<file path="config.mk">
export PLATFORM = sky130hd
export DESIGN_NAME = swtc_top
export DESIGN_NICKNAME = d
export VERILOG_FILES = /design/src/swtc_source.v /design/src/swtc_top.v
export VERILOG_INCLUDE_DIRS = /design/src /design/src/src
export SDC_FILE = /design/constraint.sdc
export NUM_CORES = 1
export LEC_CHECK = 0
export ABC_CLOCK_PERIOD_IN_PS = 2400
export BUFFER_PORTS_ARGS = -buffer_cell sky130_fd_sc_hd__buf_4
export CAP_MARGIN = 25
export CORE_AREA = 2 2 110 112
export CTS_CLUSTER_DIAMETER = 30
export DETAILED_ROUTE_END_ITERATION = 8
export DIE_AREA = 0 0 112 114
export PLACE_DENSITY = 0.63
export SYNTH_ARGS = -nofsm -noshare
export SYNTH_HDL_FRONTEND = slang
export SYNTH_SLANG_ARGS = --single-unit
export TNS_END_PERCENT = 100
</file>
<file path="constraint.sdc">
create_clock -name clk -period 2.4 [get_ports clk]
set_clock_uncertainty 0.15 [all_clocks]
set_input_delay 0.12 -clock clk [delete_from_list [all_inputs] [get_ports clk]]
set_output_delay 0.12 -clock clk [all_outputs]
set_load 0.05 [all_outputs]
</file>
<file path="src/swtc_defs.vh">
/*
 Constants of the standby wake trigger block: register offsets, field
 positions, reset values and trigger codes.
 Assumes inclusion by bare name from the design files of this block.
*/
`ifndef SWTC_DEFS_VH
`define SWTC_DEFS_VH

// ----------------------------------------------------------------------
// Register byte offsets.
// ----------------------------------------------------------------------
`define SWTC_OFF_MODE 4'h0
`define SWTC_OFF_CLEAR 4'h4
`define SWTC_OFF_STATUS 4'h8
`define SWTC_OFF_MASK 4'hC
`define SWTC_ADDR_W 4

// ----------------------------------------------------------------------
// Field layout of the mode register, one byte lane per source.
// ----------------------------------------------------------------------
`define SWTC_NSRC 4
`define SWTC_SEL_LSB 4
`define SWTC_EDGE_LSB 2
`define SWTC_EN_BIT 0
`define SWTC_LANE_W 8

// ----------------------------------------------------------------------
// Trigger codes and reset values.
// ----------------------------------------------------------------------
`define SWTC_TRIG_LOW 3'h0
`define SWTC_TRIG_HIGH 3'h1
`define SWTC_TRIG_FALL 3'h2
`define SWTC_TRIG_RISE 3'h3
`define SWTC_TRIG_BOTH 3'h4
`define SWTC_SEL_RST 3'h2
`define SWTC_EDGE_NONE 2'h0
`define SWTC_EDGE_RISE 2'h1
`define SWTC_EDGE_FALL 2'h2
`define SWTC_RESP_OKAY 2'h0
`define SWTC_RESP_SLVERR 2'h2
`define SWTC_ZERO32 32'h0000_0000

`endif

</file>
<file path="src/swtc_source.v">
/*
 One wake source: pin synchroniser, trigger matching and the record of
 the edge that released standby.
 Assumes the pin is asynchronous to clk and settings come from clk logic.
*/
`timescale 1ns/10ps
`include "swtc_defs.vh"

module swtc_source
(
   input wire clk,
   input wire reset,
   input wire pin,
   input wire [2:0] trigger_select,
   input wire wake_enable,
   input wire clear,
   output reg [1:0] detected_edge_q,
   output reg wake_q
);

   reg sync1_q;
   reg sync2_q;
   reg prev_q;
   reg match;
   wire rise;
   wire fall;

   // ----------------------------------------------------------------------
   // Synchroniser; only sync2_q and prev_q feed the edge logic.
   // ----------------------------------------------------------------------
   always @(posedge clk)
   begin
      if (reset)
      begin
         sync1_q <= 1'b0;
         sync2_q <= 1'b0;
         prev_q <= 1'b0;
      end
      else
      begin
         sync1_q <= pin;
         sync2_q <= sync1_q;
         prev_q <= sync2_q;
      end
   end

   assign rise = sync2_q & ~prev_q;
   assign fall = ~sync2_q & prev_q;

   // Trigger match; prohibited codes never match, a safe choice.
   always @*
   begin
      case (trigger_select)
         `SWTC_TRIG_LOW: match = ~sync2_q;
         `SWTC_TRIG_HIGH: match = sync2_q;
         `SWTC_TRIG_FALL: match = fall;
         `SWTC_TRIG_RISE: match = rise;
         `SWTC_TRIG_BOTH: match = rise | fall;
         default: match = 1'b0;
      endcase
   end

   // Wake request is the enabled match one cycle later, a level in level modes; the edge record is sticky and an edge wins over clear.
   always @(posedge clk)
   begin
      if (reset)
      begin
         detected_edge_q <= `SWTC_EDGE_NONE;
         wake_q <= 1'b0;
      end
      else
      begin
         wake_q <= match & wake_enable;
         if (match & wake_enable & (trigger_select == `SWTC_TRIG_BOTH))
            detected_edge_q <= (clear ? `SWTC_EDGE_NONE : detected_edge_q)
               | (rise ? `SWTC_EDGE_RISE : `SWTC_EDGE_NONE)
               | (fall ? `SWTC_EDGE_FALL : `SWTC_EDGE_NONE);
         else if (clear)
            detected_edge_q <= `SWTC_EDGE_NONE;
      end
   end

endmodule // swtc_source

</file>
<file path="src/swtc_top.v">
/*
 Standby wake trigger configuration for external sources 4 to 7, with an
 AXI4-Lite register slave, sticky wake status and an interrupt output.
 Assumes one clock, synchronous active-high reset, asynchronous pins.
*/
// Behaviour
// - Source 7 trigger at bits 30-28: low, high, fall, rise, both.
// - Source 6 trigger at bits 22-20 with the same codes.
// - Source 5 trigger at bits 14-12 with the same codes.
// - Source 4 trigger at bits 6-4 with the same codes.
// - Source 7 edge record at bits 27-26: 01 rise, 10 fall, 11 both.
// - Edge records for sources 6, 5, 4 at bits 19-18, 11-10, 3-2.
// - Edge record is meaningful only in both-edge mode.
// - Edge record keeps which edge released standby.
// - Clearing a request also clears that source's edge record.
`timescale 1ns/10ps
`include "swtc_defs.vh"

module swtc_top
(
   input wire clk,
   input wire reset,
   input wire [3:0] ext_irq_pins,
   input wire [3:0] s_axi_awaddr,
   input wire s_axi_awvalid,
   output reg s_axi_awready,
   input wire [31:0] s_axi_wdata,
   input wire [3:0] s_axi_wstrb,
   input wire s_axi_wvalid,
   output reg s_axi_wready,
   output reg [1:0] s_axi_bresp,
   output reg s_axi_bvalid,
   input wire s_axi_bready,
   input wire [3:0] s_axi_araddr,
   input wire s_axi_arvalid,
   output reg s_axi_arready,
   output reg [31:0] s_axi_rdata,
   output reg [1:0] s_axi_rresp,
   output reg s_axi_rvalid,
   input wire s_axi_rready,
   output reg [3:0] wake_request_q,
   output reg irq_q
);

   reg [2:0] sel_q [0:3];
   reg [3:0] en_q;
   reg [3:0] status_q;
   reg [3:0] mask_q;
   reg [3:0] aw_addr_q;
   reg aw_have_q;
   reg [31:0] w_data_q;
   reg [3:0] w_strb_q;
   reg w_have_q;
   reg [31:0] mode_rd;
   reg [3:0] clear_d;
   wire [1:0] edge_rec [0:3];
   wire [3:0] wake;
   wire do_write;
   integer i;

   // Picks the trigger select field of lane n out of a written word.
   function [2:0] lane;
      input [31:0] data;
      input [1:0] n;
      begin
         lane = data[n*`SWTC_LANE_W + `SWTC_SEL_LSB +: 3];
      end
   endfunction

   // Tells whether an address names the given offset.
   function is_reg;
      input [3:0] addr;
      input [3:0] off;
      begin
         is_reg = (addr == off);
      end
   endfunction

   // ----------------------------------------------------------------------
   // Per-source trigger logic, one lane per source.
   // ----------------------------------------------------------------------
   genvar g;
   generate
      for (g = 0; g < `SWTC_NSRC; g = g + 1)
      begin : gen_src
         swtc_source u_src
         (
            .clk(clk),
            .reset(reset),
            .pin(ext_irq_pins[g]),
            .trigger_select(sel_q[g]),
            .wake_enable(en_q[g]),
            .clear(clear_d[g]),
            .detected_edge_q(edge_rec[g]),
            .wake_q(wake[g])
         );
      end
   endgenerate

   // ----------------------------------------------------------------------
   // Mode register read image: lanes for sources 4..7 at bytes 0..3.
   // ----------------------------------------------------------------------
   always @*
   begin
      mode_rd = `SWTC_ZERO32;
      for (i = 0; i < `SWTC_NSRC; i = i + 1)
      begin
         mode_rd[i*`SWTC_LANE_W + `SWTC_SEL_LSB +: 3] = sel_q[i];
         mode_rd[i*`SWTC_LANE_W + `SWTC_EDGE_LSB +: 2] = edge_rec[i];
         mode_rd[i*`SWTC_LANE_W + `SWTC_EN_BIT] = en_q[i];
      end
   end

   // A write happens once address and data are both held and no response is pending.
   assign do_write = aw_have_q & w_have_q & ~s_axi_bvalid;

   // Clear register write: a one clears the pending request and its edge record.
   always @*
   begin
      clear_d = 4'h0;
      if (do_write && is_reg(aw_addr_q, `SWTC_OFF_CLEAR) && w_strb_q[0])
         clear_d = w_data_q[3:0];
   end

   // ----------------------------------------------------------------------
   // Write channel: address and data are taken in either order.
   // ----------------------------------------------------------------------
   always @(posedge clk)
   begin
      if (reset)
      begin
         s_axi_awready <= 1'b0;
         s_axi_wready <= 1'b0;
         s_axi_bvalid <= 1'b0;
         s_axi_bresp <= `SWTC_RESP_OKAY;
         aw_have_q <= 1'b0;
         w_have_q <= 1'b0;
         aw_addr_q <= 4'h0;
         w_data_q <= `SWTC_ZERO32;
         w_strb_q <= 4'h0;
      end
      else
      begin
         s_axi_awready <= ~aw_have_q & ~s_axi_awready & s_axi_awvalid;
         s_axi_wready <= ~w_have_q & ~s_axi_wready & s_axi_wvalid;
         if (s_axi_awvalid && s_axi_awready)
         begin
            aw_have_q <= 1'b1;
            aw_addr_q <= s_axi_awaddr;
         end
         if (s_axi_wvalid && s_axi_wready)
         begin
            w_have_q <= 1'b1;
            w_data_q <= s_axi_wdata;
            w_strb_q <= s_axi_wstrb;
         end
         if (do_write)
         begin
            aw_have_q <= 1'b0;
            w_have_q <= 1'b0;
            s_axi_bvalid <= 1'b1;
            s_axi_bresp <= (is_reg(aw_addr_q, `SWTC_OFF_MODE)
               || is_reg(aw_addr_q, `SWTC_OFF_CLEAR)
               || is_reg(aw_addr_q, `SWTC_OFF_STATUS)
               || is_reg(aw_addr_q, `SWTC_OFF_MASK)) ? `SWTC_RESP_OKAY : `SWTC_RESP_SLVERR;
         end
         else if (s_axi_bvalid && s_axi_bready)
            s_axi_bvalid <= 1'b0;
      end
   end

   // ----------------------------------------------------------------------
   // Control registers; each byte lane updates only under its strobe.
   // ----------------------------------------------------------------------
   always @(posedge clk)
   begin
      if (reset)
      begin
         for (i = 0; i < `SWTC_NSRC; i = i + 1)
            sel_q[i] <= `SWTC_SEL_RST;
         en_q <= 4'h0;
         mask_q <= 4'h0;
      end
      else if (do_write)
      begin
         for (i = 0; i < `SWTC_NSRC; i = i + 1)
         begin
            if (is_reg(aw_addr_q, `SWTC_OFF_MODE) && w_strb_q[i])
            begin
               // Written as given; trigger and enable of a lane change together in one write.
               sel_q[i] <= lane(w_data_q, i[1:0]);
               en_q[i] <= w_data_q[i*`SWTC_LANE_W + `SWTC_EN_BIT];
            end
         end
         if (is_reg(aw_addr_q, `SWTC_OFF_MASK) && w_strb_q[0])
            mask_q <= w_data_q[3:0];
      end
   end

   // ----------------------------------------------------------------------
   // Sticky wake status, write one to clear; a new wake wins over clear.
   // ----------------------------------------------------------------------
   always @(posedge clk)
   begin
      if (reset)
      begin
         status_q <= 4'h0;
         irq_q <= 1'b0;
         wake_request_q <= 4'h0;
      end
      else
      begin
         status_q <= (status_q & ~clear_d) | wake;
         irq_q <= |(status_q & mask_q);
         wake_request_q <= wake;
      end
   end

   // ----------------------------------------------------------------------
   // Read channel: one-cycle accept, data one cycle later.
   // ----------------------------------------------------------------------
   always @(posedge clk)
   begin
      if (reset)
      begin
         s_axi_arready <= 1'b0;
         s_axi_rvalid <= 1'b0;
         s_axi_rdata <= `SWTC_ZERO32;
         s_axi_rresp <= `SWTC_RESP_OKAY;
      end
      else
      begin
         s_axi_arready <= ~s_axi_rvalid & ~s_axi_arready & s_axi_arvalid;
         if (s_axi_arvalid && s_axi_arready)
         begin
            s_axi_rvalid <= 1'b1;
            s_axi_rresp <= `SWTC_RESP_OKAY;
            if (is_reg(s_axi_araddr, `SWTC_OFF_MODE))
               s_axi_rdata <= mode_rd;
            else if (is_reg(s_axi_araddr, `SWTC_OFF_STATUS))
               s_axi_rdata <= {28'h000_0000, status_q};
            else if (is_reg(s_axi_araddr, `SWTC_OFF_MASK))
               s_axi_rdata <= {28'h000_0000, mask_q};
            else if (is_reg(s_axi_araddr, `SWTC_OFF_CLEAR))
               s_axi_rdata <= `SWTC_ZERO32;
            else
            begin
               s_axi_rdata <= `SWTC_ZERO32;
               s_axi_rresp <= `SWTC_RESP_SLVERR;
            end
         end
         else if (s_axi_rvalid && s_axi_rready)
            s_axi_rvalid <= 1'b0;
      end
   end

endmodule // swtc_top

</file>
==> flow_metrics.env, run 1 <==
export IMPL_slowest_stage="dlygate4sd3_1"
export IMPL_crit_family="buffers and inverters"
export IMPL_gp_congestion=0.774
export IMPL_final_max_slew_viol_count=0
export IMPL_period_share_pct=86.0
export IMPL_run_status="finished, final reports clean"
export IMPL_worstMarginPinSlew_ns=0.825
export IMPL_grt_max_degree=50
export IMPL_die_w_um=112
export IMPL_via_per_inst=4.98
export IMPL_ys_ff_latch=114
export IMPL_leakage_uw=0.00242
export IMPL_cts_root_buf="clkbuf_16"
export IMPL_finalHoldViolations=0
export IMPL_synth_edf_count=12
export IMPL_path_cells="nand3_1, dlygate4sd3_1, a21oi_1, dlygate4sd3_1"
export IMPL_num_vias=3831
export IMPL_period_minus_slack_ns=2.06
export IMPL_finalSetupViolCount=0
export IMPL_ys_warn_count=0
export IMPL_antenna_cells=0
export IMPL_start_util_pct=38.8
export IMPL_layout_drive_gt1_share_pct=20.7
export IMPL_rsz0062_at_grt="no"
export IMPL_die_y_um=114
export IMPL_critPathMaxFanout=8
export IMPL_fin_nets=673
export IMPL_slowest_delay_ns=0.56
export IMPL_syn2layout_area_growth_pct=37.9
export IMPL_clockBufferDepth=2
export IMPL_grt_remaining_overflow=0
export IMPL_arrival_ns=2.27
export IMPL_drc=0
export IMPL_insertion_delay_ns=0.41
export IMPL_drt_iter0_markers=219
export IMPL_crit_top_cell="dlygate4sd3_1"
export IMPL_cts_buffers=17
export IMPL_maxCapViolations=0
export IMPL_vdd_drop_max_mv=0.318
export IMPL_synthArstFlopShare_pct=0
export IMPL_tns_ns=0
export IMPL_ys_seq_area_share_pct=52.8
export IMPL_first_pass_iters=4
export IMPL_wl_per_cell_um=13.7
export IMPL_port_buffers=78
export IMPL_nFillCells=1069
export IMPL_synth_main_ff_cell="dfxtp_1"
export IMPL_crit_cells=4
export IMPL_cts_setup_buffers=0
export IMPL_reg2reg_depth=4
export IMPL_setup_worst_path_end_class="flop"
export IMPL_cp_num_buf_inv=2
export IMPL_crit_path_start="s_axi_awready$_SDFF_PP0_"
export IMPL_yosysUniqueCellTypes=49
export IMPL_required_ns=2.60
export IMPL_postRouteAntennaNets=0
export IMPL_dp_cells=690
export IMPL_layout_setup_ws_ns=0.337
export IMPL_synth_cells=485
export IMPL_total_power_uw=4710
export IMPL_cts_sinks=114
export IMPL_dieArea_mm2=0.0128
export IMPL_start_kind="flop"
export IMPL_antenna_found_initial=0
export IMPL_grt_pass1_wl_um=17500
export IMPL_slew_headroom_pct=45.0
export IMPL_max_freq_ghz=0.485
export IMPL_cts_tree="built"
export IMPL_syn_avg_cell_area_um2=9.38
export IMPL_seqCellArea_mm2=0.00240
export IMPL_wirelength_um=10500
export IMPL_synth_area_mm2=0.00455
export IMPL_hold_path_class="input port to flop"
export IMPL_fp_coreArea_mm2=0.0117
export IMPL_reg2reg_from="s_axi_awready$_SDFF_PP0_"
export IMPL_final_common_cell="dfxtp_1"
export IMPL_r2r_end="aw_addr_q[2]$_SDFFE_PP0P_"
export IMPL_place_ws_ns=0.657
export IMPL_final_cell_mix="dfxtp_1, nand2_1, buf_4, a21oi_1, dlygate4sd3_1"
export IMPL_dp_hpwl_um=7190
export IMPL_final_cells=770
export IMPL_io_pins=101
export IMPL_rrSetupSlack_ns=0.34
export IMPL_grt_usage_pct=17.1
export IMPL_hold_start="s_axi_araddr[3]"
export IMPL_p_per_area_mw_per_mm2=751
export IMPL_clk_pin_slew_ns=0.05
export IMPL_grt_pass1_vias=3588
export IMPL_critical_path_class="flop to flop"
export IMPL_htree_levels=4
export IMPL_crit_path_end="aw_addr_q[2]$_SDFFE_PP0P_"
export IMPL_rows=40
export IMPL_multi_input_area_mm2=0.00192
logic make-up (layout without fill, tap and decap cells):
group           Yosys count  after routing  share of synthesized area [%]
fa+ha+maj                 8              8                           2.20
compound gates          107            107                           14.7
other cells               1              9                         0.0825
xor+xnor                  2              2                          0.385
mux                       9              9                           2.01
buf+inv                  54            184                           5.56
flops                   114            114                           52.8
simple gates            190            190                           22.2
power by group:
group,switching (µW),total [µW],internal [µW],leakage [µW]
Sequential,36.7,2000,1960,0.000936
Combinational,187,337,151,0.00122
Clock,858,2370,1510,0.000261
flip-flops by register name (all words and copies together), names as in the netlist, 8 cells and up:
| register | flops |
|---|---|
| gen_src.u_src.detected_edge_q | 8 |
| s_axi_rdata | 25 |
| sel_q | 12 |
| w_data_q | 19 |
synthesized netlist by cell type (all sizes together) (5+ instances only):
cell type  instances  area, µm²
buf               23        136
a21oi             56        280
nor4b              5       65.1
nand2             86        323
ha                 8        100
nor2              12       45.0
a31oi              8       50.1
edfxtp            12        360
inv               18       67.6
nor2b             15       93.8
mux2i              8       80.1
nand3             26        130
nand3b             5       37.5
clkbuf            13       48.8
o21a               7       52.6
and3               9       56.3
a22o               8       70.1
o21ai              6       30.0
nor3               8       40.0
dfxtp            102       2040
what timing repair did:
action | CTS | global route
resized for setup | 0 | 0
endpoints found under the hold margin | 47 | 0
hold buffers | 48 | 0
routing by layer:
layer  wire, µm  share of wire [%]  up-vias  track usage [%]
met5          0                  0        -                0
met4         52               0.49        0             5.85
met3        584                5.5        4             4.62
met2       4910                 47      105             27.2
met1       4980                 47     1791             22.6
li1           -                  -     1931                -
final cells by class:
type                    count  share of cell area (%)
flip-flops and latches    114                    38.3
multi-input cells         325                    30.7
repair buffers            134                    17.9
clock buffers              18                    6.84
well taps                 147                    2.93
clock inverters            14                    2.25
inverters                  18                    1.08
metrics by stage:
step	hold WS [ns]	area (µm²)	utilization (%)
after floorplan	0.0982	4580	-
after global placement	0.184	5220	44.6
after detailed placement	0.190	5220	44.6
after CTS	0.0850	6270	53.6
after global routing	0.128	6270	53.6
final	0.0996	6270	53.6
worst min-delay path by stage:
stage	endpoint	slack, ns	cells after the start
2_1_floorplan	gen_src[0].u_src.sync1_q$_SDFF_PP0_	0.1	1
3_3_place_gp	gen_src[1].u_src.sync1_q$_SDFF_PP0_	0.18	2
3_5_place_dp	gen_src[2].u_src.sync1_q$_SDFF_PP0_	0.19	2
4_1_cts	s_axi_rdata[0]$_SDFFE_PP0P_	0.08	5
5_1_grt	s_axi_rdata[0]$_SDFFE_PP0P_	0.13	5
6_report	s_axi_rdata[0]$_SDFFE_PP0P_	0.1	5
worst register-to-register path, cell delays in order, from the launching register on:
cell	delay (ns)
dfxtp_1	0.48
nand3_1	0.11
dlygate4sd3_1	0.56
a21oi_1	0.14
dlygate4sd3_1	0.56
No activity file was read; power rests on OpenSTA's default activity.
==> run 2, diff against run 1 <==
- CORE_AREA: 2 2 110 112 -> 2 2 92 94
- DIE_AREA: 0 0 112 114 -> 0 0 94 96
- GPL_TIMING_DRIVEN: default -> 0
- PLACE_DENSITY: 0.63 -> 0.85
==> run 2 against run 1 <==
Die area fell by 29%. Final cell count fell by 1.2%. First-iteration DRC count rose by 34%. Hold slack improved by 0.12 ns. Non-clock buffer count rose by 33. Sequential share of layout area fell by 0.81 points. Clock power rose by 3%. Combinational power rose by 12%. Design area rose by 2.2%. Critical path depth rose by 2. Worst setup slack got worse by 0.22 ns. Largest power group unchanged.
==> flow_metrics.env, run 2 (synthesis results as in run 1) <==
export IMPL_run_status="finished, final reports clean"
export IMPL_grt_max_degree=17
export IMPL_cts_setup_buffers=0
export IMPL_largest_register_ffs=25
export IMPL_holdPathEnd="gen_src[1].u_src.sync1_q$_SDFF_PP0_"
export IMPL_cts_buffers=17
export IMPL_hold_path_class="input port to flop"
export IMPL_vdd_drop_max_mv=0.605
export IMPL_reg2reg_depth=4
export IMPL_regMostFlops="s_axi_rdata"
export IMPL_clockBufferDepth=2
export IMPL_critical_path_class="input port to flop"
export IMPL_die_w_um=94
export IMPL_setup_worst_path_end_class="flop"
export IMPL_start_util_pct=56.5
export IMPL_num_vias=4222
export IMPL_final_max_slew_viol_count=0
export IMPL_fp_coreArea_mm2=0.00805
export IMPL_final_cell_mix="dfxtp_1, buf_4, nand2_1, a21oi_1, dlygate4sd3_1"
export IMPL_utilization_pct=79.6
export IMPL_drc=0
export IMPL_die_y_um=96
export IMPL_cts_sinks=114
export IMPL_holdPathStages=3
export IMPL_grt_remaining_overflow=0
export IMPL_clk_pin_slew_ns=0.05
export IMPL_syn2layout_area_growth_pct=40.9
export IMPL_crit_top_cell="dlygate4sd3_1"
export IMPL_postRouteAntennaNets=0
export IMPL_htree_levels=4
export IMPL_largestRegisters="s_axi_rdata: 25 flops, w_data_q: 19 flops, sel_q: 12 flops"
export IMPL_dieArea_mm2=0.00902
export IMPL_hold_start="ext_irq_pins[1]"
export IMPL_r2r_end="aw_addr_q[1]$_SDFFE_PP0P_"
export IMPL_via_per_inst=5.55
export IMPL_antenna_cells=0
export IMPL_slew_headroom_pct=44.2
export IMPL_finalHoldViolations=0
export IMPL_grt_pass1_vias=4162
export IMPL_period_minus_slack_ns=2.29
export IMPL_arrival_ns=2.53
export IMPL_slowest_delay_ns=0.61
export IMPL_fin_area_mm2=0.00641
export IMPL_period_share_pct=95.2
export IMPL_layout_drive_gt1_share_pct=20.7
export IMPL_path_cells="dlygate4sd3_1, buf_4, clkbuf_1, buf_1, a21oi_1, dlygate4sd3_1"
export IMPL_port_buffers=78
export IMPL_required_ns=2.64
export IMPL_p_per_area_mw_per_mm2=754
export IMPL_antenna_found_initial=0
export IMPL_layout_setup_ws_ns=0.114
export IMPL_total_power_uw=4830
export IMPL_dp_hpwl_um=7640
export IMPL_worstMarginPinSlew_ns=0.837
export IMPL_grt_usage_pct=29.5
export IMPL_wl_per_cell_um=16.5
export IMPL_reg2reg_from="s_axi_awready$_SDFF_PP0_"
export IMPL_tns_ns=0
export IMPL_start_kind="input port"
export IMPL_cts_tree="built"
export IMPL_first_pass_iters=5
export IMPL_cts_root_buf="clkbuf_8"
export IMPL_leakage_uw=0.00254
export IMPL_final_common_cell="dfxtp_1"
export IMPL_maxCapViolations=0
export IMPL_grt_pass1_wl_um=20000
export IMPL_place_ws_ns=0.521
export IMPL_rsz0062_at_grt="no"
export IMPL_gp_congestion=0.911
export IMPL_drt_iter0_markers=293
export IMPL_critPathMaxFanout=10
export IMPL_wirelength_um=12500
export IMPL_rows=33
export IMPL_fin_nets=706
export IMPL_slowest_stage="dlygate4sd3_1"
export IMPL_place_area_mm2=0.00530
export IMPL_max_freq_ghz=0.438
export IMPL_io_pins=101
export IMPL_insertion_delay_ns=0.52
export IMPL_rrSetupSlack_ns=0.28
export IMPL_finalSetupViolCount=0
## run 2: timing repair
action	4_1_cts	5_1_grt
setup endpoints to repair	0	0
resized for setup	0	0
hold endpoints to repair	61	0
hold buffers	53	0
## run 2: area by class of cell
type | instances | area (µm²)
buffer | 36 | 185
clock buffer | 21 | 449
clock inverter | 11 | 134
fill | 502 | 1640
inverter | 18 | 67.6
multi-input combinational | 325 | 1920
sequential | 114 | 2400
tap | 105 | 131
timing repair buffer | 131 | 1120
## run 2: worst max-delay path, delay by kind of cell
family | cells | cell delay [ns]
buffers and inverters | 5 | 2.30
AO/OA/AOI/OAI | 1 | 0.10
## run 2: layer usage
metal | track usage, % | vias up | share of wire (%)
li1 | - | 1997 | -
met2 | 53.1 | 195 | 52
met4 | 13.0 | 0 | 2.3
met1 | 32.9 | 2001 | 39
met5 | 0 | - | 0
met3 | 7.67 | 29 | 6.4
## run 2: through the flow
step	std cells	hold slack, ns
floorplan	493	0.0982
global placement	676	0.182
detailed placement	676	0.188
CTS	761	0.197
global route	761	0.225
finish	761	0.215
## run 2: worst max path at each step
stage,start,to,cells after the start
after floorplan,s_axi_bvalid$_SDFFE_PP0P_,sel_q[1][0]$_SDFFCE_PN0P_,3
after global placement,aw_have_q$_SDFFE_PP0P_,sel_q[1][0]$_SDFFCE_PN0P_,3
after detailed placement,aw_have_q$_SDFFE_PP0P_,sel_q[1][1]$_SDFFCE_PN1P_,4
after CTS,reset,aw_addr_q[3]$_SDFFE_PP0P_,6
after global routing,reset,w_data_q[30]$_SDFFE_PP0P_,6
final,reset,w_strb_q[3]$_SDFFE_PP0P_,6
## run 2: power by group
| group | internal (µW) | switching, µW | total [µW] |
|---|---|---|---|
| combinational | 167 | 210 | 377 |
| sequential | 1960 | 37.5 | 2000 |
| clock | 1620 | 830 | 2450 |
==> run 3, diff against run 2 <==
- ABC_AREA: default -> 1
- PLACE_DENSITY: 0.85 -> 0.86
==> run 3 against run 2 <==
Synthesized area is 0.96% higher. Combinational power increased by 33%. Sequential power about the same. Clock power about the same. Maximum frequency rose by 2.0%. Hold slack got worse by 0.11 ns. Routed wire length is 0.73% lower. Critical path depth shrank 1.
==> flow_metrics.env, run 3 <==
export IMPL_wirelength_um=12400
export IMPL_nFillCells=492
export IMPL_synth_area_top_cells="dfxtp_1, nand2_1, edfxtp_1"
export IMPL_yosysUniqueCellTypes=30
export IMPL_drc=0
export IMPL_start_kind="flop"
export IMPL_io_pins=101
export IMPL_synthArstFlopShare_pct=0
export IMPL_htree_levels=4
export IMPL_arrival_ns=2.50
export IMPL_grt_pass1_vias=4433
export IMPL_wl_per_cell_um=14.5
export IMPL_synth_cells=585
export IMPL_slowest_delay_ns=0.58
export IMPL_setup_worst_path_end_class="flop"
export IMPL_cts_root_buf="clkbuf_8"
export IMPL_p_per_area_mw_per_mm2=774
export IMPL_drt_iter0_markers=359
export IMPL_cts_tree="built"
export IMPL_synth_edf_count=12
export IMPL_start_util_pct=57.0
export IMPL_vdd_drop_max_mv=0.471
export IMPL_clk_pin_slew_ns=0.06
export IMPL_insertion_delay_ns=0.52
export IMPL_grt_usage_pct=28.9
export IMPL_path_cells="nand2_1, o21ai_0, dlygate4sd3_1, nor2_1, dlygate4sd3_1"
export IMPL_grt_max_degree=17
export IMPL_place_area_mm2=0.00534
export IMPL_largestRegisters="s_axi_rdata: 25 flops, w_data_q: 19 flops, sel_q: 12 flops"
export IMPL_slowest_stage="dlygate4sd3_1"
export IMPL_fp_coreArea_mm2=0.00805
export IMPL_final_cell_mix="nand2_1, dfxtp_1, buf_4, nor2_1, inv_1"
export IMPL_dieArea_mm2=0.00902
export IMPL_leakage_uw=0.00283
export IMPL_reg2reg_depth=5
export IMPL_clockBufferDepth=2
export IMPL_hold_path_class="input port to flop"
export IMPL_fin_area_mm2=0.00639
export IMPL_ys_ff_latch=114
export IMPL_multi_input_area_mm2=0.00176
export IMPL_max_freq_ghz=0.446
export IMPL_holdPathStages=4
export IMPL_layout_drive_gt1_share_pct=18.8
export IMPL_first_pass_iters=5
export IMPL_syn_avg_cell_area_um2=7.85
export IMPL_final_max_slew_viol_count=0
export IMPL_gp_congestion=0.883
export IMPL_synth_top_cell_area_share_pct=44.5
export IMPL_num_vias=4440
export IMPL_ys_warn_count=0
export IMPL_synth_common_cells="nand2_1, dfxtp_1, nor2_1, inv_1, o21ai_0"
export IMPL_crit_family="buffers and inverters"
export IMPL_synth_most_common_cell="nand2_1"
export IMPL_regMostFlops="s_axi_rdata"
export IMPL_cts_sinks=114
export IMPL_grt_remaining_overflow=0
export IMPL_cp_num_buf_inv=2
export IMPL_rows=33
export IMPL_seqCellArea_mm2=0.00240
export IMPL_syn2layout_area_growth_pct=39.3
export IMPL_synth_area_mm2=0.00459
export IMPL_cts_buffers=17
export IMPL_worstMarginPinSlew_ns=0.714
export IMPL_synth_main_ff_cell="dfxtp_1"
export IMPL_hold_ws_ns=0.106
export IMPL_ctsResizeCount=0
export IMPL_critical_path_class="flop to flop"
export IMPL_required_ns=2.66
export IMPL_die_w_um=94
export IMPL_antenna_found_initial=0
export IMPL_critPathMaxFanout=6
export IMPL_synth_top_area_cell="dfxtp_1"
export IMPL_period_share_pct=93.3
export IMPL_period_minus_slack_ns=2.24
export IMPL_largest_register_ffs=25
export IMPL_place_ws_ns=0.907
export IMPL_finalHoldViolations=0
export IMPL_via_per_inst=5.18
export IMPL_slew_headroom_pct=52.4
export IMPL_fin_nets=802
export IMPL_run_status="finished, final reports clean"
export IMPL_finalSetupViolCount=0
export IMPL_cts_setup_buffers=0
export IMPL_antenna_cells=0
export IMPL_tns_ns=0
export IMPL_dp_hpwl_um=7860
export IMPL_ys_seq_area_share_pct=52.3
export IMPL_ctsHoldBuffers=49
export IMPL_final_common_cell="nand2_1"
export IMPL_crit_cells=5
export IMPL_layout_setup_ws_ns=0.160
export IMPL_rsz0062_at_grt="no"
export IMPL_crit_top_cell="dlygate4sd3_1"
export IMPL_die_y_um=96
export IMPL_postRouteAntennaNets=0
export IMPL_total_power_uw=4950
export IMPL_port_buffers=78
export IMPL_maxCapViolations=0
export IMPL_grt_pass1_wl_um=19800
run 3: cell types whose count changed in the layout (fill, tap and decap cells not counted), moves of 9 or more:
cell     previous run  this run
nor2_1             12        78
o21ai_0             6        57
inv_1              18        66
nand2_1            86       112
nor2b_1            15         0
and3_1              9         0
run 3: layer usage:
| metal | GRT usage (%) | routed length [µm] | vias to the layer above |
|---|---|---|---|
| li1 | - | - | 2158 |
| met1 | 30.6 | 4890 | 2055 |
| met2 | 53.3 | 6420 | 193 |
| met3 | 8.22 | 824 | 34 |
| met4 | 12.8 | 295 | 0 |
| met5 | 0 | 0 | - |
run 3: final cells by class:
class | count | share of cell area [%]
Buffer | 32 | 2.82
Clock buffer | 20 | 6.65
Clock inverter | 12 | 2.19
Inverter | 75 | 4.40
Multi-Input combinational cell | 372 | 27.5
Sequential cell | 114 | 37.6
Tap cell | 105 | 2.05
Timing Repair Buffer | 127 | 16.8
run 3: logic make-up after synthesis:
| logic type | after synthesis | share of synthesized area, % |
|---|---|---|
| compound gates | 113 | 12.4 |
| fa+ha+maj | 8 | 2.18 |
| buf+inv | 107 | 10.1 |
| flops | 114 | 52.3 |
| other cells | 1 | 0.0817 |
| simple gates | 242 | 22.9 |
run 3: worst paths after layout:
path	from	endpoint	slack, ns
hold / removal	reset	en_q[0]$_SDFFE_PP0P_	0.11
hold reg to reg	gen_src[1].u_src.sync1_q$_SDFF_PP0_	gen_src[1].u_src.sync2_q$_SDFF_PP0_	0.25
setup / recovery	s_axi_awready$_SDFF_PP0_	aw_addr_q[0]$_SDFFE_PP0P_	0.16
setup reg to reg	s_axi_awready$_SDFF_PP0_	aw_addr_q[0]$_SDFFE_PP0P_	0.16
run 3: report_power, final:
| part | internal [µW] | switching (µW) |
|---|---|---|
| sequential | 1990 | 40.6 |
| clock | 1560 | 856 |
| combinational | 197 | 302 |
run 3: worst min-delay path: stages:
cell and delay (ns):
buf_4 0.11, clkinv_1 0.22, nand3_2 0.15, o21ai_1 0.13
run 3: stage by stage:
| stage | util, % | cells |
|---|---|---|
| after floorplan | - | 593 |
| after global placement | 66.3 | 776 |
| after detailed placement | 66.3 | 776 |
| after CTS | 79.4 | 857 |
| after global routing | 79.4 | 857 |
| final | 79.4 | 857 |
